**config.mk**
```make
export PLATFORM = sky130hd
export DESIGN_NAME = uls_status
export DESIGN_NICKNAME = d
export VERILOG_FILES = /design/src/uls_pkg.sv /design/src/uls_tag_mem.sv /design/src/uls_status.sv
export SDC_FILE = /design/constraint.sdc
export NUM_CORES = 1
export LEC_CHECK = 0
export ABC_AREA = 1
export BUFFER_PORTS_ARGS = -buffer_cell sky130_fd_sc_hd__buf_2
export CAP_MARGIN = 20
export CORE_ASPECT_RATIO = 2
export CORE_MARGIN = 3
export CORE_UTILIZATION = 40
export DETAILED_ROUTE_END_ITERATION = 7
export PLACE_DENSITY = 0.66
export SLEW_MARGIN = 5
export SYNTH_ARGS = -nofsm -noshare
export SYNTH_HDL_FRONTEND = slang
export SYNTH_SLANG_ARGS = --single-unit
```
**constraint.sdc**
```tcl
create_clock -name pclk -period 4.7 [get_ports pclk]
set_input_delay 0.235 -clock pclk [delete_from_list [all_inputs] [get_ports pclk]]
set_output_delay 0.235 -clock pclk [all_outputs]
set_load 0.03 [all_outputs]
```
**src/uls_pkg.sv**
```systemverilog
// Shared constants and carrier types for the serial line status block
package uls_pkg;

  // Register byte offsets on the APB
  localparam logic [7:0] OFF_LINE_STATUS = 8'h00;
  localparam logic [7:0] OFF_MODEM_STATUS = 8'h04;
  localparam logic [7:0] OFF_SCRATCH = 8'h08;
  localparam logic [7:0] OFF_DMA_READY = 8'h0c;
  localparam logic [7:0] OFF_CONFIG = 8'h10;

  // Line status field positions
  localparam int LSR_RX_FIFO_ERROR = 0;
  localparam int LSR_TRANSMITTER_EMPTY = 1;
  localparam int LSR_HOLDING_EMPTY = 2;
  localparam int LSR_BREAK_SEEN = 3;
  localparam int LSR_FRAMING_ERROR = 4;
  localparam int LSR_PARITY_ERROR = 5;
  localparam int LSR_OVERRUN = 6;
  localparam int LSR_RX_DATA_READY = 7;

  // Modem status and DMA ready field positions
  localparam int MSR_CLEAR_TO_SEND = 3;
  localparam int MSR_CLEAR_TO_SEND_DELTA = 7;
  localparam int DSR_TX_DMA_READY = 6;
  localparam int DSR_RX_DMA_READY = 7;

  // Values after reset
  localparam logic [7:0] RST_SCRATCH = 8'h00;
  localparam logic [7:0] RST_CONFIG = 8'h00;

  // Frame timing in baud ticks (16 ticks per bit)
  localparam int TICKS_PER_BIT = 16;
  localparam int START_STOP_BITS = 2;
  localparam int MIN_DATA_BITS = 5;
  localparam int TIMEOUT_CHARS = 4;

  // Receive trigger thresholds, in characters
  localparam logic [4:0] TRIG_LEVEL_0 = 5'h01;
  localparam logic [4:0] TRIG_LEVEL_1 = 5'h04;
  localparam logic [4:0] TRIG_LEVEL_2 = 5'h08;
  localparam logic [4:0] TRIG_LEVEL_3 = 5'h0e;

  // Error tags carried with each received character
  typedef struct packed {
    logic break_seen;
    logic framing_error;
    logic parity_error;
  } uls_tag_t;

  // Character completed by the receive shifter
  typedef struct packed {
    logic push;
    uls_tag_t tag;
  } uls_rx_evt_t;

  // Configuration register layout, bit 7 down to bit 0
  typedef struct packed {
    logic parity_en;
    logic [1:0] word_len;
    logic modem_status_irq_enable;
    logic [1:0] rx_trigger_level;
    logic dma_mode_select;
    logic fifo_enable;
  } uls_cfg_t;

endpackage

```
**src/uls_tag_mem.sv**
```systemverilog
// Error-tag memory shadowing the receive FIFO, registered read port
`timescale 1ns/1ps
module uls_tag_mem #(
  parameter int DEPTH = 16,
  parameter int AW = 4
) (
  input wire logic pclk,
  input wire logic presetn,
  input wire logic ce,
  input wire logic we,
  input wire logic [AW-1:0] waddr,
  input wire uls_pkg::uls_tag_t wdata,
  input wire logic [AW-1:0] raddr,
  output uls_pkg::uls_tag_t rdata
);

  typedef struct packed {
    logic [DEPTH-1:0][2:0] mem;
    logic [2:0] rd;
  } uls_mem_state_t;

  uls_mem_state_t s_r;
  uls_mem_state_t s_nxt;

  always_comb
  begin
    s_nxt = s_r;
    if (we)
      s_nxt.mem[waddr] = wdata;
    // Write-first so a tag landing on the head is seen at once
    if (we && waddr == raddr)
      s_nxt.rd = wdata;
    else
      s_nxt.rd = s_r.mem[raddr];
  end

  always_ff @(posedge pclk or negedge presetn)
  begin
    if (!presetn)
      s_r <= '0;
    else if (ce)
      s_r <= s_nxt;
  end

  assign rdata = uls_pkg::uls_tag_t'(s_r.rd);

endmodule

```
**src/uls_status.sv**
```systemverilog
// Line, modem and DMA status logic of one serial channel, APB slave
//
// Overview of operation
// - FIFO mode: receive FIFO error bit is high while any stored character has an error.
// - Transmitter empty only when holding store and shift register are both empty.
// - Holding empty once the held character moves out; FIFO mode: FIFO empty.
// - Break set when input low past a full frame; read clears, or good stop in non-FIFO mode.
// - After a break, no character loads until the input returns high.
// - FIFO mode stores one zero character per break; flag shows at head.
// - Framing error on bad first stop bit; cleared by read or new load.
// - FIFO mode raises framing error when that character reaches the head.
// - After framing error the low stop sample is taken as a start bit.
// - Parity error on mismatch, shown at head; read or new load clears.
// - Non-FIFO overrun when unread buffer is overwritten; only a read clears.
// - FIFO overrun when FIFO full and another character completes; FIFO kept.
// - Data ready while a character is held; cleared when all are read.
// - Clear-to-send status bit is the inverse of the active-low pin.
// - Delta bit set on pin change since last read; raises modem request.
// - Eight-bit scratch register, freely read and written, no side effects.
// - DMA mode 1 only when mode select and FIFO enable both set.
// - Mode 0 transmit ready: set with a character queued, clear when none.
// - Mode 1 transmit ready: set when FIFO full, clear when it drains.
// - Mode 0 receive ready while nothing is held, clear once one arrives.
// - Mode 1 receive ready until trigger or time-out, then clear until empty.
// - Trigger field picks 1, 4, 8 or 14 characters.
// - Time-out after four character times with no FIFO traffic.
`timescale 1ns/1ps
module uls_status #(
  parameter int DEPTH = 16
) (
  input wire logic pclk,
  input wire logic presetn,
  input wire logic ce,
  input wire logic psel,
  input wire logic penable,
  input wire logic pwrite,
  input wire logic [7:0] paddr,
  input wire logic [31:0] pwdata,
  output logic [31:0] prdata,
  output logic pready,
  output logic pslverr,
  input wire logic serial_input_pin,
  input wire logic baud_tick,
  input wire uls_pkg::uls_rx_evt_t rx_evt,
  input wire logic rx_buf_read,
  input wire logic tx_write,
  input wire logic tx_load_shift,
  input wire logic tx_shift_busy,
  input wire logic cts_n,
  output logic rx_zero_push,
  output logic rx_hold_off,
  output logic rx_resync,
  output logic rx_timeout,
  output logic modem_status_irq,
  output logic tx_dma_ready,
  output logic rx_dma_ready,
  output logic fifo_enable
);

  localparam int AW = $clog2(DEPTH);
  localparam int CW = $clog2(DEPTH + 1);
  localparam logic [CW-1:0] DEPTH_C = CW'(DEPTH);
  localparam logic [CW-1:0] ONE_C = CW'(1);

  typedef struct packed {
    uls_pkg::uls_cfg_t cfg;
    logic [7:0] scratch;
    logic [7:0] rdata;
    logic rd_ok;
    logic [CW-1:0] rx_count;
    logic [CW-1:0] err_count;
    logic [AW-1:0] wp;
    logic [AW-1:0] rp;
    logic head_new;
    logic parity_error;
    logic framing_error;
    logic break_seen;
    logic overrun;
    logic [11:0] low_cnt;
    logic brk_hold;
    logic zero_push;
    logic resync;
    logic [11:0] to_cnt;
    logic timeout;
    logic rx_reached;
    logic [CW-1:0] tx_count;
    logic tx_full_seen;
    logic cts_prev;
    logic cts_delta;
  } uls_state_t;

  uls_state_t s_r;
  uls_state_t s_nxt;
  uls_pkg::uls_tag_t head_tag;
  logic mem_we;
  logic [AW-1:0] mem_waddr;
  logic [AW-1:0] mem_raddr;
  uls_pkg::uls_tag_t mem_wdata;

  // Decodes a mapped register offset
  function automatic logic reg_hit(input logic [7:0] a);
    reg_hit = (a == uls_pkg::OFF_LINE_STATUS) ||
              (a == uls_pkg::OFF_MODEM_STATUS) ||
              (a == uls_pkg::OFF_SCRATCH) ||
              (a == uls_pkg::OFF_DMA_READY) ||
              (a == uls_pkg::OFF_CONFIG);
  endfunction

  // Receive trigger threshold
  function automatic logic [CW-1:0] trig_level(input logic [1:0] code);
    unique case (code)
      2'h0: trig_level = CW'(uls_pkg::TRIG_LEVEL_0);
      2'h1: trig_level = CW'(uls_pkg::TRIG_LEVEL_1);
      2'h2: trig_level = CW'(uls_pkg::TRIG_LEVEL_2);
      2'h3: trig_level = CW'(uls_pkg::TRIG_LEVEL_3);
    endcase
  endfunction

  uls_tag_mem #(
    .DEPTH(DEPTH),
    .AW(AW)
  ) u_tag_mem (
    .pclk(pclk),
    .presetn(presetn),
    .ce(ce),
    .we(mem_we),
    .waddr(mem_waddr),
    .wdata(mem_wdata),
    .raddr(mem_raddr),
    .rdata(head_tag)
  );

  logic acc;
  logic rd_lsr;
  logic rd_msr;
  logic fmode;
  logic mode1;
  logic [CW-1:0] lim;
  logic [11:0] frame_ticks;
  logic [11:0] to_lim;
  logic brk_evt;
  logic push;
  logic pop;
  logic full;
  logic ovr;
  logic do_write;
  uls_pkg::uls_tag_t tag_in;
  logic [7:0] lsr;
  logic [7:0] msr;
  logic [7:0] dsr;
  logic cts_now;
  logic tx_mode1_rdy;

  always_comb
  begin
    s_nxt = s_r;
    acc = psel && penable && s_r.rd_ok && ce;
    rd_lsr = acc && !pwrite && paddr == uls_pkg::OFF_LINE_STATUS;
    rd_msr = acc && !pwrite && paddr == uls_pkg::OFF_MODEM_STATUS;
    fmode = s_r.cfg.fifo_enable;
    mode1 = s_r.cfg.dma_mode_select && s_r.cfg.fifo_enable;
    lim = fmode ? DEPTH_C : ONE_C;
    cts_now = !cts_n;

    // Status views built from current state
    lsr = '0;
    lsr[uls_pkg::LSR_RX_FIFO_ERROR] = fmode && s_r.err_count != '0;
    lsr[uls_pkg::LSR_TRANSMITTER_EMPTY] =
      s_r.tx_count == '0 && !tx_shift_busy;
    lsr[uls_pkg::LSR_HOLDING_EMPTY] = s_r.tx_count == '0;
    lsr[uls_pkg::LSR_BREAK_SEEN] = s_r.break_seen;
    lsr[uls_pkg::LSR_FRAMING_ERROR] = s_r.framing_error;
    lsr[uls_pkg::LSR_PARITY_ERROR] = s_r.parity_error;
    lsr[uls_pkg::LSR_OVERRUN] = s_r.overrun;
    lsr[uls_pkg::LSR_RX_DATA_READY] = s_r.rx_count != '0;
    msr = '0;
    msr[uls_pkg::MSR_CLEAR_TO_SEND] = s_r.cts_prev;
    msr[uls_pkg::MSR_CLEAR_TO_SEND_DELTA] = s_r.cts_delta;
    tx_mode1_rdy = s_r.tx_full_seen;
    dsr = '0;
    dsr[uls_pkg::DSR_TX_DMA_READY] =
      mode1 ? tx_mode1_rdy : s_r.tx_count != '0;
    dsr[uls_pkg::DSR_RX_DMA_READY] =
      mode1 ? !s_r.rx_reached : s_r.rx_count == '0;

    // APB: capture read data while selected, answer in the access phase
    s_nxt.rd_ok = psel && !acc;
    if (psel)
    begin
      unique case (paddr)
        uls_pkg::OFF_LINE_STATUS: s_nxt.rdata = lsr;
        uls_pkg::OFF_MODEM_STATUS: s_nxt.rdata = msr;
        uls_pkg::OFF_SCRATCH: s_nxt.rdata = s_r.scratch;
        uls_pkg::OFF_DMA_READY: s_nxt.rdata = dsr;
        uls_pkg::OFF_CONFIG: s_nxt.rdata = s_r.cfg;
        default: s_nxt.rdata = 8'h00;
      endcase
    end
    if (acc && pwrite && paddr == uls_pkg::OFF_SCRATCH)
      s_nxt.scratch = pwdata[7:0];
    if (acc && pwrite && paddr == uls_pkg::OFF_CONFIG)
      s_nxt.cfg = uls_pkg::uls_cfg_t'(pwdata[7:0]);

    // Break detection on the raw serial input
    frame_ticks = 12'(uls_pkg::TICKS_PER_BIT *
      (uls_pkg::START_STOP_BITS + uls_pkg::MIN_DATA_BITS +
       int'(s_r.cfg.word_len) + int'(s_r.cfg.parity_en)));
    to_lim = 12'(uls_pkg::TIMEOUT_CHARS * int'(frame_ticks));
    brk_evt = baud_tick && !serial_input_pin &&
      s_r.low_cnt == frame_ticks && !s_r.brk_hold;
    if (serial_input_pin)
      s_nxt.low_cnt = '0;
    else if (baud_tick && s_r.low_cnt != 12'hfff)
      s_nxt.low_cnt = s_r.low_cnt + 12'h001;
    if (brk_evt)
      s_nxt.brk_hold = 1'b1;
    else if (serial_input_pin)
      s_nxt.brk_hold = 1'b0;
    s_nxt.zero_push = brk_evt;

    // Receive occupancy and tag storage
    tag_in = rx_evt.tag;
    if (brk_evt)
      tag_in = '{break_seen: 1'b1, framing_error: 1'b0, parity_error: 1'b0};
    push = brk_evt || (rx_evt.push && !s_r.brk_hold);
    pop = rx_buf_read && s_r.rx_count != '0;
    full = s_r.rx_count == lim;
    ovr = push && full && !pop;
    do_write = push && (!ovr || !fmode);
    s_nxt.resync = rx_evt.push && rx_evt.tag.framing_error;
    mem_we = do_write;
    mem_wdata = tag_in;
    mem_waddr = fmode ? s_r.wp : '0;
    if (do_write && fmode)
      s_nxt.wp = (s_r.wp == AW'(DEPTH - 1)) ? '0 : s_r.wp + AW'(1);
    if (pop && fmode)
      s_nxt.rp = (s_r.rp == AW'(DEPTH - 1)) ? '0 : s_r.rp + AW'(1);
    mem_raddr = fmode ? s_nxt.rp : '0;
    if (!fmode && do_write)
      s_nxt.rx_count = ONE_C;
    else if (do_write && !pop)
      s_nxt.rx_count = s_r.rx_count + ONE_C;
    else if (pop && !do_write)
      s_nxt.rx_count = s_r.rx_count - ONE_C;
    if (do_write && |tag_in && (fmode || !(pop || ovr)))
      s_nxt.err_count = s_nxt.err_count + ONE_C;
    if ((pop || (ovr && !fmode)) && |head_tag && s_r.err_count != '0)
      s_nxt.err_count = s_nxt.err_count - ONE_C;
    s_nxt.head_new = (pop && s_r.rx_count > ONE_C) ||
      (do_write && (!fmode || s_r.rx_count == '0 ||
       (pop && s_r.rx_count == ONE_C)));

    // Error flags: read clears only bits already reported, events win
    if (rd_lsr)
    begin
      s_nxt.break_seen = s_r.break_seen &&
        !s_r.rdata[uls_pkg::LSR_BREAK_SEEN];
      s_nxt.framing_error = s_r.framing_error &&
        !s_r.rdata[uls_pkg::LSR_FRAMING_ERROR];
      s_nxt.parity_error = s_r.parity_error &&
        !s_r.rdata[uls_pkg::LSR_PARITY_ERROR];
      s_nxt.overrun = s_r.overrun &&
        !s_r.rdata[uls_pkg::LSR_OVERRUN];
    end
    if (!fmode && rx_evt.push && !rx_evt.tag.framing_error &&
        !rx_evt.tag.break_seen)
      s_nxt.break_seen = 1'b0;
    if (s_r.head_new)
    begin
      s_nxt.break_seen = head_tag.break_seen || s_nxt.break_seen;
      s_nxt.framing_error = head_tag.framing_error;
      s_nxt.parity_error = head_tag.parity_error;
    end
    if (ovr)
      s_nxt.overrun = 1'b1;

    // Character time-out
    if (push || pop || s_r.rx_count == '0)
    begin
      s_nxt.to_cnt = '0;
      s_nxt.timeout = 1'b0;
    end
    else if (baud_tick && !s_r.timeout)
    begin
      s_nxt.to_cnt = s_r.to_cnt + 12'h001;
      if (s_r.to_cnt + 12'h001 >= to_lim)
        s_nxt.timeout = 1'b1;
    end

    // Receive ready latch for DMA mode 1
    if (s_nxt.rx_count == '0)
      s_nxt.rx_reached = 1'b0;
    else if (s_nxt.rx_count >= trig_level(s_r.cfg.rx_trigger_level) ||
             s_nxt.timeout)
      s_nxt.rx_reached = 1'b1;

    // Transmit occupancy
    if (tx_write && !tx_load_shift && s_r.tx_count != lim)
      s_nxt.tx_count = s_r.tx_count + ONE_C;
    else if (tx_load_shift && !tx_write && s_r.tx_count != '0)
      s_nxt.tx_count = s_r.tx_count - ONE_C;
    if (s_nxt.tx_count == DEPTH_C)
      s_nxt.tx_full_seen = 1'b1;
    else if (s_nxt.tx_count == '0)
      s_nxt.tx_full_seen = 1'b0;

    // Modem status delta: a change beats a clearing read
    s_nxt.cts_prev = cts_now;
    if (rd_msr && s_r.rdata[uls_pkg::MSR_CLEAR_TO_SEND_DELTA])
      s_nxt.cts_delta = 1'b0;
    if (cts_now != s_r.cts_prev)
      s_nxt.cts_delta = 1'b1;

    // Switching FIFO mode empties the queues
    if (s_nxt.cfg.fifo_enable != s_r.cfg.fifo_enable)
    begin
      s_nxt.rx_count = '0;
      s_nxt.err_count = '0;
      s_nxt.tx_count = '0;
      s_nxt.wp = '0;
      s_nxt.rp = '0;
      s_nxt.head_new = 1'b0;
      s_nxt.rx_reached = 1'b0;
      s_nxt.tx_full_seen = 1'b0;
    end
  end

  always_ff @(posedge pclk or negedge presetn)
  begin
    if (!presetn)
    begin
      s_r <= '0;
      s_r.scratch <= uls_pkg::RST_SCRATCH;
      s_r.cfg <= uls_pkg::uls_cfg_t'(uls_pkg::RST_CONFIG);
    end
    else if (ce)
      s_r <= s_nxt;
  end

  assign pready = psel && penable && s_r.rd_ok && ce;
  assign pslverr = pready && !reg_hit(paddr);
  assign prdata = {24'h000000, s_r.rdata};
  assign rx_zero_push = s_r.zero_push;
  assign rx_hold_off = s_r.brk_hold;
  assign rx_resync = s_r.resync;
  assign rx_timeout = s_r.timeout;
  assign modem_status_irq =
    s_r.cts_delta && s_r.cfg.modem_status_irq_enable;
  assign tx_dma_ready = s_r.cfg.dma_mode_select && s_r.cfg.fifo_enable ?
    s_r.tx_full_seen : s_r.tx_count != '0;
  assign rx_dma_ready = s_r.cfg.dma_mode_select && s_r.cfg.fifo_enable ?
    !s_r.rx_reached : s_r.rx_count == '0;
  assign fifo_enable = s_r.cfg.fifo_enable;

endmodule

```
==> results.yml, run 1 <==
outcome:
  run_status: "finished clean"
worst_setup_path:
  critical_path.max_stage_delay_ps: 360
  cp_cell_sequence: "inv_1 -> ha_1 -> ha_1 -> inv_1 -> nand2_1 -> nand3_1 -> nor2_1 -> nand2_1 -> nand2_2 -> nand3_1 -> nand3_1 -> nand2_1 -> nor2_2 -> ha_1 -> o21ai_0 -> nand2_1 -> a21o_1 -> a21oi_1 -> nand3_1 -> a21oi_1 -> nor2_1"
  cp_data_arrival_time_ps: 3580
  r2r-start: "s_r[82]$_DFFE_PN0P_"
  cp_data_required_time_ps: 5020
  cp-start-kind: "register"
  criticalPathCategory: "register to register"
  timing.critical_path.slowest_stage_cell: "dfrtp_1"
  worst-path-max-fanout: 7
  worstSetupEndpointType: "register"
  setup.worst_path.start: "s_r[82]$_DFFE_PN0P_"
final_layout:
  syn2layout_area_growth_pct: 12.17
  final_util: 0.4598
  fin_area_um2: 9239
  post_route_cells_drive_above_1_share: 0.1123
  finalNetCount: 1243
  stdcell_count: 1437
  antenna_cells_inserted: 0
global_route:
  largest_net_degree_at_the_start_of_global_routing: 98
  grt_pass1_wl_um: 37100
  vias_in_the_first_global_route: 7716
  globalRoute.totalOverflow: 0
  number_of_antenna_violations_at_the_first_check_in_global_routing: 0
  grt_total_usage: 0.2100
die:
  die_area_um2: 22450
  initial_core_util: 0.4099
  dieHeight_um: 208.9
  floorplan_core_area_um2: 20090
  floorplan.rows: 73
  design.portCount: 99
  die_width_um: 107.5
drt:
  detailroute.wirelength.met2_um: 13040
  detail_route.first_pass.iterations: 5
  detailroute.wirelength.met3_um: 656
  detail_route.vias_per_cell: 5.175
  post_drt_wl_per_cell_um: 15.77
  initialDrtViolationCount: 454
  wirelength_met1_um: 7788
  detail_route.wirelength_um: 22660
  detailroute.via_count: 7437
  drt.antenna.violating_nets: 0
  drc: 0
  maxUsedRoutingLayer: "met4"
logic_synthesis:
  avgSynthCellArea_um2: 7.387
  yosys_register_bits: 136
  synth_cell_types: 48
  async_flop_share: 1.000
  synth-main-ff-cell: "dfrtp_1"
  synth.yosys.seq_area_share: 0.4132
  mappedNetlistArea_um2: 8237
  ys_warn_count: 0
  synth_enable_flop_cells: 0
  synthCells: 1115
timing:
  clock_skew_ps: 11.46
  fin_max_slew_vios: 0
  relSlewSlack: 0.3770
  worst_pin_slew_ps: 934.5
  fin_crit_sh: 0.6937
  fmax_ghz: 0.3067
  timing.hold.ws_ps: 53.31
  endpoints_failing_hold: 0
  finalCriticalPeriod_ps: 3260
  rsz0062_at_grt: "no"
  setup_viol: 0
  final_critical_path_setup_slack_ps: 1440
  setup_tns_ps: 0
placed_design:
  place.gp.congestion: 0.9200
  detailedPlacementHpwl_um: 17180
  place_area_um2: 8616
  io_buffers: 50
  placed_cells: 1404
  preCtsSetupSlack_ps: 1497
clock_tree:
  max-clock-path-buffers: 2
  clkLatencyLatePin_ps: 430
  clk_root_buffer_cell: "clkbuf_16"
  clk_transition_reported_paths_ps: 60
  htree_levels: 4
  cts_resized: 0
  cts_inserted_buffers: 17
  clock_tree_from_tritoncts: "built"
  numClockSinks: 136
pwr:
  power.sequential.fraction: 0.392
  power_frac_comb: 0.203
  swShare: 0.3199
  worst_ir_drop_vdd_mv: 0.2107
  power.clock.fraction: 0.405
  power.density_cell_area_nw_per_um2: 371.3
  p_total_mw: 3.431
  cell_internal_pwr_mw: 2.333
  p_leak_nw: 4.499
  p_sw_mw: 1.097
hold_path:
  hold_path.class: "input pin to register"
  min-delay-start: "cts_n"
job:
  cap_violations: 0
[final timing paths]
kind                       cells after the start  slack [ps]                       endpoint
setup / recovery                              21        1440             s_r[8]$_DFFE_PN0P_
hold / removal                                 2          50             msr[3]$_DFFE_PN0P_
max in group asynchronous                      3        3070  u_tag_mem.s_r[39]$_DFFE_PN0P_
hold reg to reg                                2         480          prdata[0]$_DFFE_PN0P_
setup reg to reg                              21        1440             s_r[8]$_DFFE_PN0P_
min in group asynchronous                      2         440            s_r[13]$_DFFE_PN0P_
[cell type report]
type | count | area [um^2]
clock inverter | 14 | 173.9
clock buffer | 18 | 439.2
timing repair buffer | 55 | 296.5
multi-input combinational | 796 | 4010
sequential | 136 | 3403
fill | 2042 | 10860
inverter | 156 | 588.1
tap | 262 | 327.8
[critical path, delay by kind of cell, from the launching register on]
| kind | cells | cell delay [ps] |
|---|---|---|
| AOI/OAI and AO/OA | 4 | 570 |
| adders and majority gates | 3 | 820 |
| buffers and inverters | 2 | 120 |
| DFF | 1 | 360 |
| and+or+nand+nor | 12 | 1290 |
[layer usage]
layer | vias to the layer above | GRT usage
li1 | 3660 | -
met1 | 3523 | 0.1937
met2 | 179 | 0.4153
met3 | 75 | 0.03338
met4 | 0 | 0.1212
met5 | - | 0
[power groups by stage]
stage / clock network [mW] / logic, mW / registers [mW]
floorplan: 0 / 0.529 / 1.34
global placement: 0 / 0.682 / 1.36
detailed placement: 0 / 0.695 / 1.36
CTS: 1.41 / 0.703 / 1.34
global route: 1.47 / 0.790 / 1.36
finish: 1.39 / 0.698 / 1.34
[logic make-up (layout without fill, tap and decap cells)]
logic type | Yosys count | after routing | share of synthesized area
and+or+nand+nor | 540 | 540 | 0.2895
buffers and inverters | 206 | 243 | 0.1104
AOI/OAI and AO/OA | 194 | 194 | 0.1349
DFF | 136 | 136 | 0.4132
adders and majority gates | 24 | 24 | 0.03646
xor gates and xnor gates | 13 | 13 | 0.01382
other | 1 | 24 | 0.0004553
muxes | 1 | 1 | 0.001215
[flip-flops by register name, summed over array words and instances (netlist names), 2 cells and up]
register,count
u_tag_mem.rdata,3
lsr,4
s_r,65
prdata,8
msr,2
u_tag_mem.s_r,48
[placed cells by master, fill, tap and decap left out, drive strengths merged, types with 2 or more instances in the layout]
| master | n |
|---|---|
| o21ai | 125 |
| bufinv | 3 |
| conb | 24 |
| clkinvlp | 4 |
| nand3b | 2 |
| o211ai | 8 |
| ha | 24 |
| a32o | 2 |
| a21o | 3 |
| nor3 | 29 |
| a31oi | 2 |
| nor4 | 2 |
| a21oi | 19 |
| nor2 | 84 |
| clkbuf | 18 |
| nand2 | 325 |
| clkinv | 5 |
| o31ai | 3 |
| o2111ai | 2 |
| buf | 54 |
| dfrtp | 136 |
| nand4 | 10 |
| a22o | 3 |
| a221oi | 3 |
| nand3 | 87 |
| inv | 158 |
| o22ai | 18 |
| xor2 | 12 |
[cells in the mapped netlist, types with 3 or more instances]
master | count | share of area
nor2_1 | 73 | 0.033
nand2_4 | 3 | 0.0041
a21oi_1 | 18 | 0.011
o21ai_2 | 5 | 0.0053
inv_1 | 144 | 0.066
o211ai_1 | 8 | 0.0073
a21o_1 | 3 | 0.0027
nor2_4 | 5 | 0.0068
clkbuf_1 | 11 | 0.0050
o21ai_1 | 7 | 0.0043
inv_2 | 11 | 0.0050
nand2_1 | 317 | 0.14
xor2_1 | 12 | 0.013
o21ai_0 | 113 | 0.069
nor2_2 | 6 | 0.0046
nand3_1 | 84 | 0.051
nand4_1 | 10 | 0.0076
o22ai_1 | 18 | 0.014
buf_4 | 34 | 0.031
buf_2 | 5 | 0.0030
dfrtp_1 | 136 | 0.41
a22o_1 | 3 | 0.0032
o31ai_1 | 3 | 0.0027
a221oi_1 | 3 | 0.0032
nand2_2 | 5 | 0.0038
nor3_1 | 23 | 0.014
ha_1 | 24 | 0.036
nor3_4 | 4 | 0.0079
[timing repair]
item	in CTS	in global routing
endpoints found under the hold margin	96	0
hold buffers	1	0
setup buffers	0	0
Note: power is estimated with default switching activity, not from simulation.
==> inputs of run 2 (changes only) <==
==> constraint.sdc (replaced) <==
create_clock -name pclk -period 3 [get_ports pclk]
set_input_delay 0.15 -clock pclk [delete_from_list [all_inputs] [get_ports pclk]]
set_output_delay 0.15 -clock pclk [all_outputs]
set_load 0.03 [all_outputs]
==> results.yml, run 2 (synthesized netlist as in run 1, its figures left out) <==
worst_setup_path:
  worst-r2r-setup-slack_ps: 150
  end_of_the_worst_register_to_register_path: "s_r[8]$_DFFE_PN0P_"
  criticalPathCategory: "register to register"
  cp-start-kind: "register"
  critical_path.max_stage_delay_ps: 390
  setup.worst_path.start: "s_r[55]$_DFFE_PN0P_"
  timing.critical_path.slowest_stage_cell: "dfrtp_1"
  cp_cell_sequence: "inv_2 -> ha_1 -> nand3_4 -> nand2_4 -> inv_4 -> nor2_4 -> nand2_2 -> nand2_4 -> nand2_4 -> a21oi_2 -> nor2_4 -> ha_1 -> o21ai_1 -> nand2_1 -> a21o_1 -> a21oi_2 -> nand3_2 -> a21oi_2 -> nor2_1"
  worst-path-max-fanout: 8
  r2r-start: "s_r[55]$_DFFE_PN0P_"
  worstSetupEndpointType: "register"
  rr_worst_depth: 19
  cp_data_required_time_ps: 3320
  cp_num_buf_inv: 2
  largest_delay_contributor_family_on_the_critical_path: "simple AND/OR/NAND/NOR gates"
  cp_data_arrival_time_ps: 3160
pwr:
  power.clock.fraction: 0.422
  swShare: 0.3004
  cell_internal_pwr_mw: 3.970
  p_sw_mw: 1.705
  p_leak_nw: 4.686
  power.density_cell_area_nw_per_um2: 589.3
  power_frac_comb: 0.207
  power.sequential.fraction: 0.371
  worst_ir_drop_vdd_mv: 0.3015
timing:
  fin_max_slew_vios: 0
  fmax_ghz: 0.3511
  setup_viol: 0
  worst_pin_slew_ps: 819.9
  relSlewSlack: 0.4528
  clock_skew_ps: 8.893
  endpoints_failing_hold: 0
  setup_tns_ps: 0
  finalCriticalPeriod_ps: 2848
  rsz0062_at_grt: "yes"
  fin_crit_sh: 0.9493
die:
  initial_core_util: 0.4099
  floorplan.rows: 73
  die_area_um2: 22450
  die_width_um: 107.5
  design.portCount: 99
  floorplan_core_area_um2: 20090
  dieHeight_um: 208.9
clock_tree:
  clk_transition_reported_paths_ps: 60
  clk_root_buffer_cell: "clkbuf_16"
  numClockSinks: 136
  cts_inserted_buffers: 17
  clkLatencyLatePin_ps: 420
  clock_tree_from_tritoncts: "built"
  htree_levels: 4
  max-clock-path-buffers: 2
final_layout:
  finalNetCount: 1271
  syn2layout_area_growth_pct: 16.91
  most_used_cells_in_the_layout_excluding_fill_and_tap_cells: "nand2_1 (314), inv_1 (140), dfrtp_1 (136)"
  largest_reg_flops: 65
  antenna_cells_inserted: 0
  post_route_cells_drive_above_1_share: 0.1413
  layout.cells.most_common: "nand2_1"
  stdcell_count: 1465
  max_flop_register: "s_r"
global_route:
  grt_pass1_wl_um: 36980
  globalRoute.totalOverflow: 0
  largest_net_degree_at_the_start_of_global_routing: 63
  number_of_antenna_violations_at_the_first_check_in_global_routing: 0
  vias_in_the_first_global_route: 7770
  grt_total_usage: 0.2098
drt:
  post_drt_wl_per_cell_um: 15.60
  drc: 0
  detail_route.vias_per_cell: 5.167
  detail_route.wirelength_um: 22860
  initialDrtViolationCount: 331
  detailroute.via_count: 7569
  drt.antenna.violating_nets: 0
  detail_route.first_pass.iterations: 6
hold_path:
  min-delay-start: "pwdata[2]"
  worst_hold_path_endpoint: "s_r[71]$_DFFE_PN0P_"
  worstHoldPathCells: 3
  hold_path.class: "input pin to register"
job:
  cap_violations: 0
placed_design:
  detailedPlacementHpwl_um: 17780
  place.gp.congestion: 0.9111
  io_buffers: 50
  placed_cells: 1427
outcome:
  run_status: "finished clean"
## run 2: cell count changes in the layout (fill, tap and decap cells not counted), moves of 3 or more
cell           change
buf_4             +22
dlygate4sd3_1      +4
inv_1              -4
inv_2              +4
a21oi_1            -3
a21oi_2            +3
bufinv_16          +3
nand2_1            -3
nand2_4            +3
nand3_1            -3
## run 2: how the worst max path moves through the flow
| stage | to | slack, ps | cells past startpoint |
|---|---|---|---|
| finish | s_r[8]$_DFFE_PN0P_ | 150 | 19 |
| global route | s_r[8]$_DFFE_PN0P_ | -60 | 21 |
| CTS | s_r[8]$_DFFE_PN0P_ | 20 | 21 |
| detailed placement | s_r[8]$_DFFE_PN0P_ | -30 | 21 |
| global placement | s_r[8]$_DFFE_PN0P_ | -10 | 21 |
| floorplan | s_r[8]$_DFFE_PN0P_ | 190 | 21 |
## run 2: layer usage
metal / wire length [um] / global-route usage
met2: 13020 / 0.4099
met3: 597 / 0.02906
met1: 7707 / 0.1898
met5: 0 / 0
met4: 1534 / 0.1452
## run 2: what timing repair did
action                                 CTS  global route
hold buffers                             5             0
buffers inserted                         0             1
resized for setup                        1            23
setup endpoints to repair                1             4
endpoints found under the hold margin   66             0
pin swaps                                0             9
## run 2: power by group through the flow
stage	Combinational [mW]	Clock [mW]	Sequential (mW)
global route	1.33	2.52	2.12
finish	1.18	2.40	2.10
CTS	1.15	2.43	2.10
floorplan	0.829	0	2.10
detailed placement	1.14	0	2.13
global placement	1.12	0	2.13
## run 2: area by class of cell
cell class,instances,area [um^2]
Fill cell,2042,10470
Clock inverter,11,217.7
Clock buffer,21,460.4
Sequential cell,136,3403
Inverter,156,588.1
Multi-Input combinational cell,796,4099
Timing Repair Buffer,83,533.0
Tap cell,262,327.8
## run 2: tightest hold or removal path: stages
cell	delay [ps]
buf_2	100
inv_1	70
o21ai_0	80
## run 2: per-stage QoR
stage               total power, mW    util  setup slack [ps]  instance area [um^2]  hold WS (ps)
finish                        5.675  0.4792             152.0                  9629         22.65
global route                  5.972  0.4792            -57.25                  9629         54.82
CTS                           5.677  0.4745             22.23                  9534         13.95
detailed placement            3.269  0.4380            -32.89                  8801         178.4
global placement              3.252  0.4380            -10.14                  8801         176.4
floorplan                     2.925       -             185.7                  8323        -145.6
==> inputs of run 3 (changes only) <==
--- a/config.mk
+++ b/config.mk
@@ -13,6 +13,8 @@
 export CORE_UTILIZATION = 40
 export DETAILED_ROUTE_END_ITERATION = 7
 export PLACE_DENSITY = 0.66
+export RECOVER_POWER = 50
+export SETUP_SLACK_MARGIN = 0.3
 export SLEW_MARGIN = 5
 export SYNTH_ARGS = -nofsm -noshare
 export SYNTH_HDL_FRONTEND = slang
==> results.yml, run 3 (synthesized netlist as in run 1, its figures left out) <==
drt:
  detail_route.first_pass.iterations: 6
  drt.antenna.violating_nets: 0
  detail_route.vias_per_cell: 5.134
  detail_route.wirelength_um: 23060
  detailroute.via_count: 7608
  initialDrtViolationCount: 375
  drc: 0
  post_drt_wl_per_cell_um: 15.56
timing:
  final_critical_path_setup_slack_ps: 134.8
  setup_tns_ps: 0
  endpoints_failing_hold: 0
  worst_pin_slew_ps: 1146
  setup_viol: 0
  timing.hold.ws_ps: 8.287
  clock_skew_ps: 9.996
  fmax_ghz: 0.3490
  relSlewSlack: 0.2359
  fin_max_slew_vios: 0
  finalCriticalPeriod_ps: 2865
  rsz0062_at_grt: "yes"
  fin_crit_sh: 0.9551
worst_setup_path:
  cp_cell_sequence: "inv_2 -> ha_4 -> ha_4 -> inv_1 -> nand2_1 -> nand3_1 -> nor2_1 -> nand2_1 -> nand2_4 -> nand2_8 -> nand2_4 -> nand3_1 -> nand2_1 -> nor2_2 -> ha_1 -> o21ai_1 -> nand2_1 -> a21o_1 -> a21oi_2 -> nand3_1 -> a21oi_1 -> nor2_1"
  timing.critical_path.slowest_stage_cell: "dfrtp_1"
  worst-r2r-setup-slack_ps: 130
  cp_data_required_time_ps: 3340
  path_common_cell: "nand2_1"
  cp_data_arrival_time_ps: 3200
  cp_num_buf_inv: 2
  worstSetupEndpointType: "register"
  worst-path-max-fanout: 6
  largest_delay_contributor_family_on_the_critical_path: "simple AND/OR/NAND/NOR gates"
  critical_path.max_stage_delay_ps: 360
  cp-start-kind: "register"
  criticalPathCategory: "register to register"
clock_tree:
  clkLatencyLatePin_ps: 440
  htree_levels: 4
  numClockSinks: 136
  clk_root_buffer_cell: "clkbuf_16"
  clock_tree_from_tritoncts: "built"
  max-clock-path-buffers: 2
  clk_transition_reported_paths_ps: 70
  cts_inserted_buffers: 17
job:
  cap_violations: 0
hold_path:
  hold_path.class: "input pin to register"
global_route:
  grt_pass1_wl_um: 36830
  vias_in_the_first_global_route: 7472
  globalRoute.totalOverflow: 0
  number_of_antenna_violations_at_the_first_check_in_global_routing: 1
  largest_net_degree_at_the_start_of_global_routing: 81
  grt_total_usage: 0.2100
final_layout:
  antenna_cells_inserted: 0
  most_used_cells_in_the_layout_excluding_fill_and_tap_cells: "nand2_1 (302), inv_1 (138), dfrtp_1 (133)"
  fin_area_um2: 9682
  largest_reg_flops: 65
  layout.cells.most_common: "nand2_1"
  finalNetCount: 1288
  post_route_cells_drive_above_1_share: 0.1631
  syn2layout_area_growth_pct: 17.55
  max_flop_register: "s_r"
placed_design:
  preCtsSetupSlack_ps: 16.56
  place_area_um2: 8805
  place.gp.congestion: 0.9803
  io_buffers: 50
  detailedPlacementHpwl_um: 17330
die:
  die_area_um2: 22450
  dieHeight_um: 208.9
  design.portCount: 99
  floorplan.rows: 73
  initial_core_util: 0.4099
  die_width_um: 107.5
  floorplan_core_area_um2: 20090
pwr:
  power.density_cell_area_nw_per_um2: 555.2
  p_leak_nw: 4.675
  power.sequential.fraction: 0.391
  power_frac_comb: 0.235
  swShare: 0.3492
  p_sw_mw: 1.877
  worst_ir_drop_vdd_mv: 0.2954
  power.clock.fraction: 0.374
  cell_internal_pwr_mw: 3.498
outcome:
  run_status: "finished clean"
[run 3: cell count changes in the layout (fill, tap and decap cells not counted), moves of 4 or more]
cell       delta
buf_2         -8
buf_4        +14
bufinv_16     -6
clkbuf_1      +8
inv_6         +5
inv_8         +4
nand2_1      -12
nand2_2      +11
[run 3: path summary, 6_finish.rpt]
check                                       from               endpoint  depth (start not counted)
max reg2reg                  s_r[82]$_DFFE_PN0P_     s_r[8]$_DFFE_PN0P_                         22
max in group asynchronous                presetn    s_r[58]$_DFFE_PN0P_                          3
min reg2reg                prdata[0]$_DFFE_PN0P_  prdata[0]$_DFFE_PN0P_                          2
max                          s_r[82]$_DFFE_PN0P_     s_r[8]$_DFFE_PN0P_                         22
min                                    pwdata[6]    s_r[75]$_DFFE_PN0P_                          3
min in group asynchronous                presetn    s_r[25]$_DFFE_PN0P_                          2
[run 3: metrics by stage]
stage | util | cells | power [mW]
finish | 0.4818 | 1482 | 5.375
global route | 0.4818 | 1482 | 5.687
CTS | 0.4737 | 1467 | 5.347
detailed placement | 0.4382 | 1424 | 3.281
global placement | 0.4382 | 1424 | 3.264
floorplan | - | 1138 | 2.930
[run 3: routing by layer]
metal	vias up	track usage	share of wire	wire length (um)
met3	90	0.03833	0.036	820
met2	183	0.3863	0.55	12630
met5	-	0	0.00056	13
li1	3759	-	-	-
met4	2	0.1369	0.062	1439
met1	3574	0.2097	0.35	8156
[run 3: cell type report]
type                       instances  area [um^2]
clock buffer                      18        429.2
tap                              262        327.8
sequential                       136         3407
timing repair buffer             100        633.1
fill                            2037        10410
multi-input combinational        796         4164
inverter                         156        590.6
clock inverter                    14        130.1
[run 3: timing repair]
item                                    in CTS  in global routing
pin swaps                                    6                 30
setup buffers                                4                 15
endpoints found under the hold margin      146                  0
endpoints found under the setup margin       6                 16
resized for setup                           14                 33
hold buffers                                 7                  0
[run 3: power groups by stage]
stage,registers [mW],logic [mW],clock network [mW]
6_report,2.10,1.26,2.01
5_1_grt,2.12,1.42,2.14
4_1_cts,2.10,1.19,2.06
3_5_place_dp,2.13,1.15,0
3_3_place_gp,2.13,1.14,0
2_1_floorplan,2.10,0.833,0
[run 3: worst reg2reg max path, cell delays in order, from the launching register on]
cell and delay (ps):
dfrtp_1 360, inv_2 60, ha_4 170, ha_4 280
inv_1 40, nand2_1 50, nand3_1 60, nor2_1 110
nand2_1 100, nand2_4 150, nand2_8 90, nand2_4 90
nand3_1 70, nand2_1 70, nor2_2 40, ha_1 280
o21ai_1 120, nand2_1 60, a21o_1 160, a21oi_2 120
nand3_1 90, a21oi_1 150, nor2_1 50
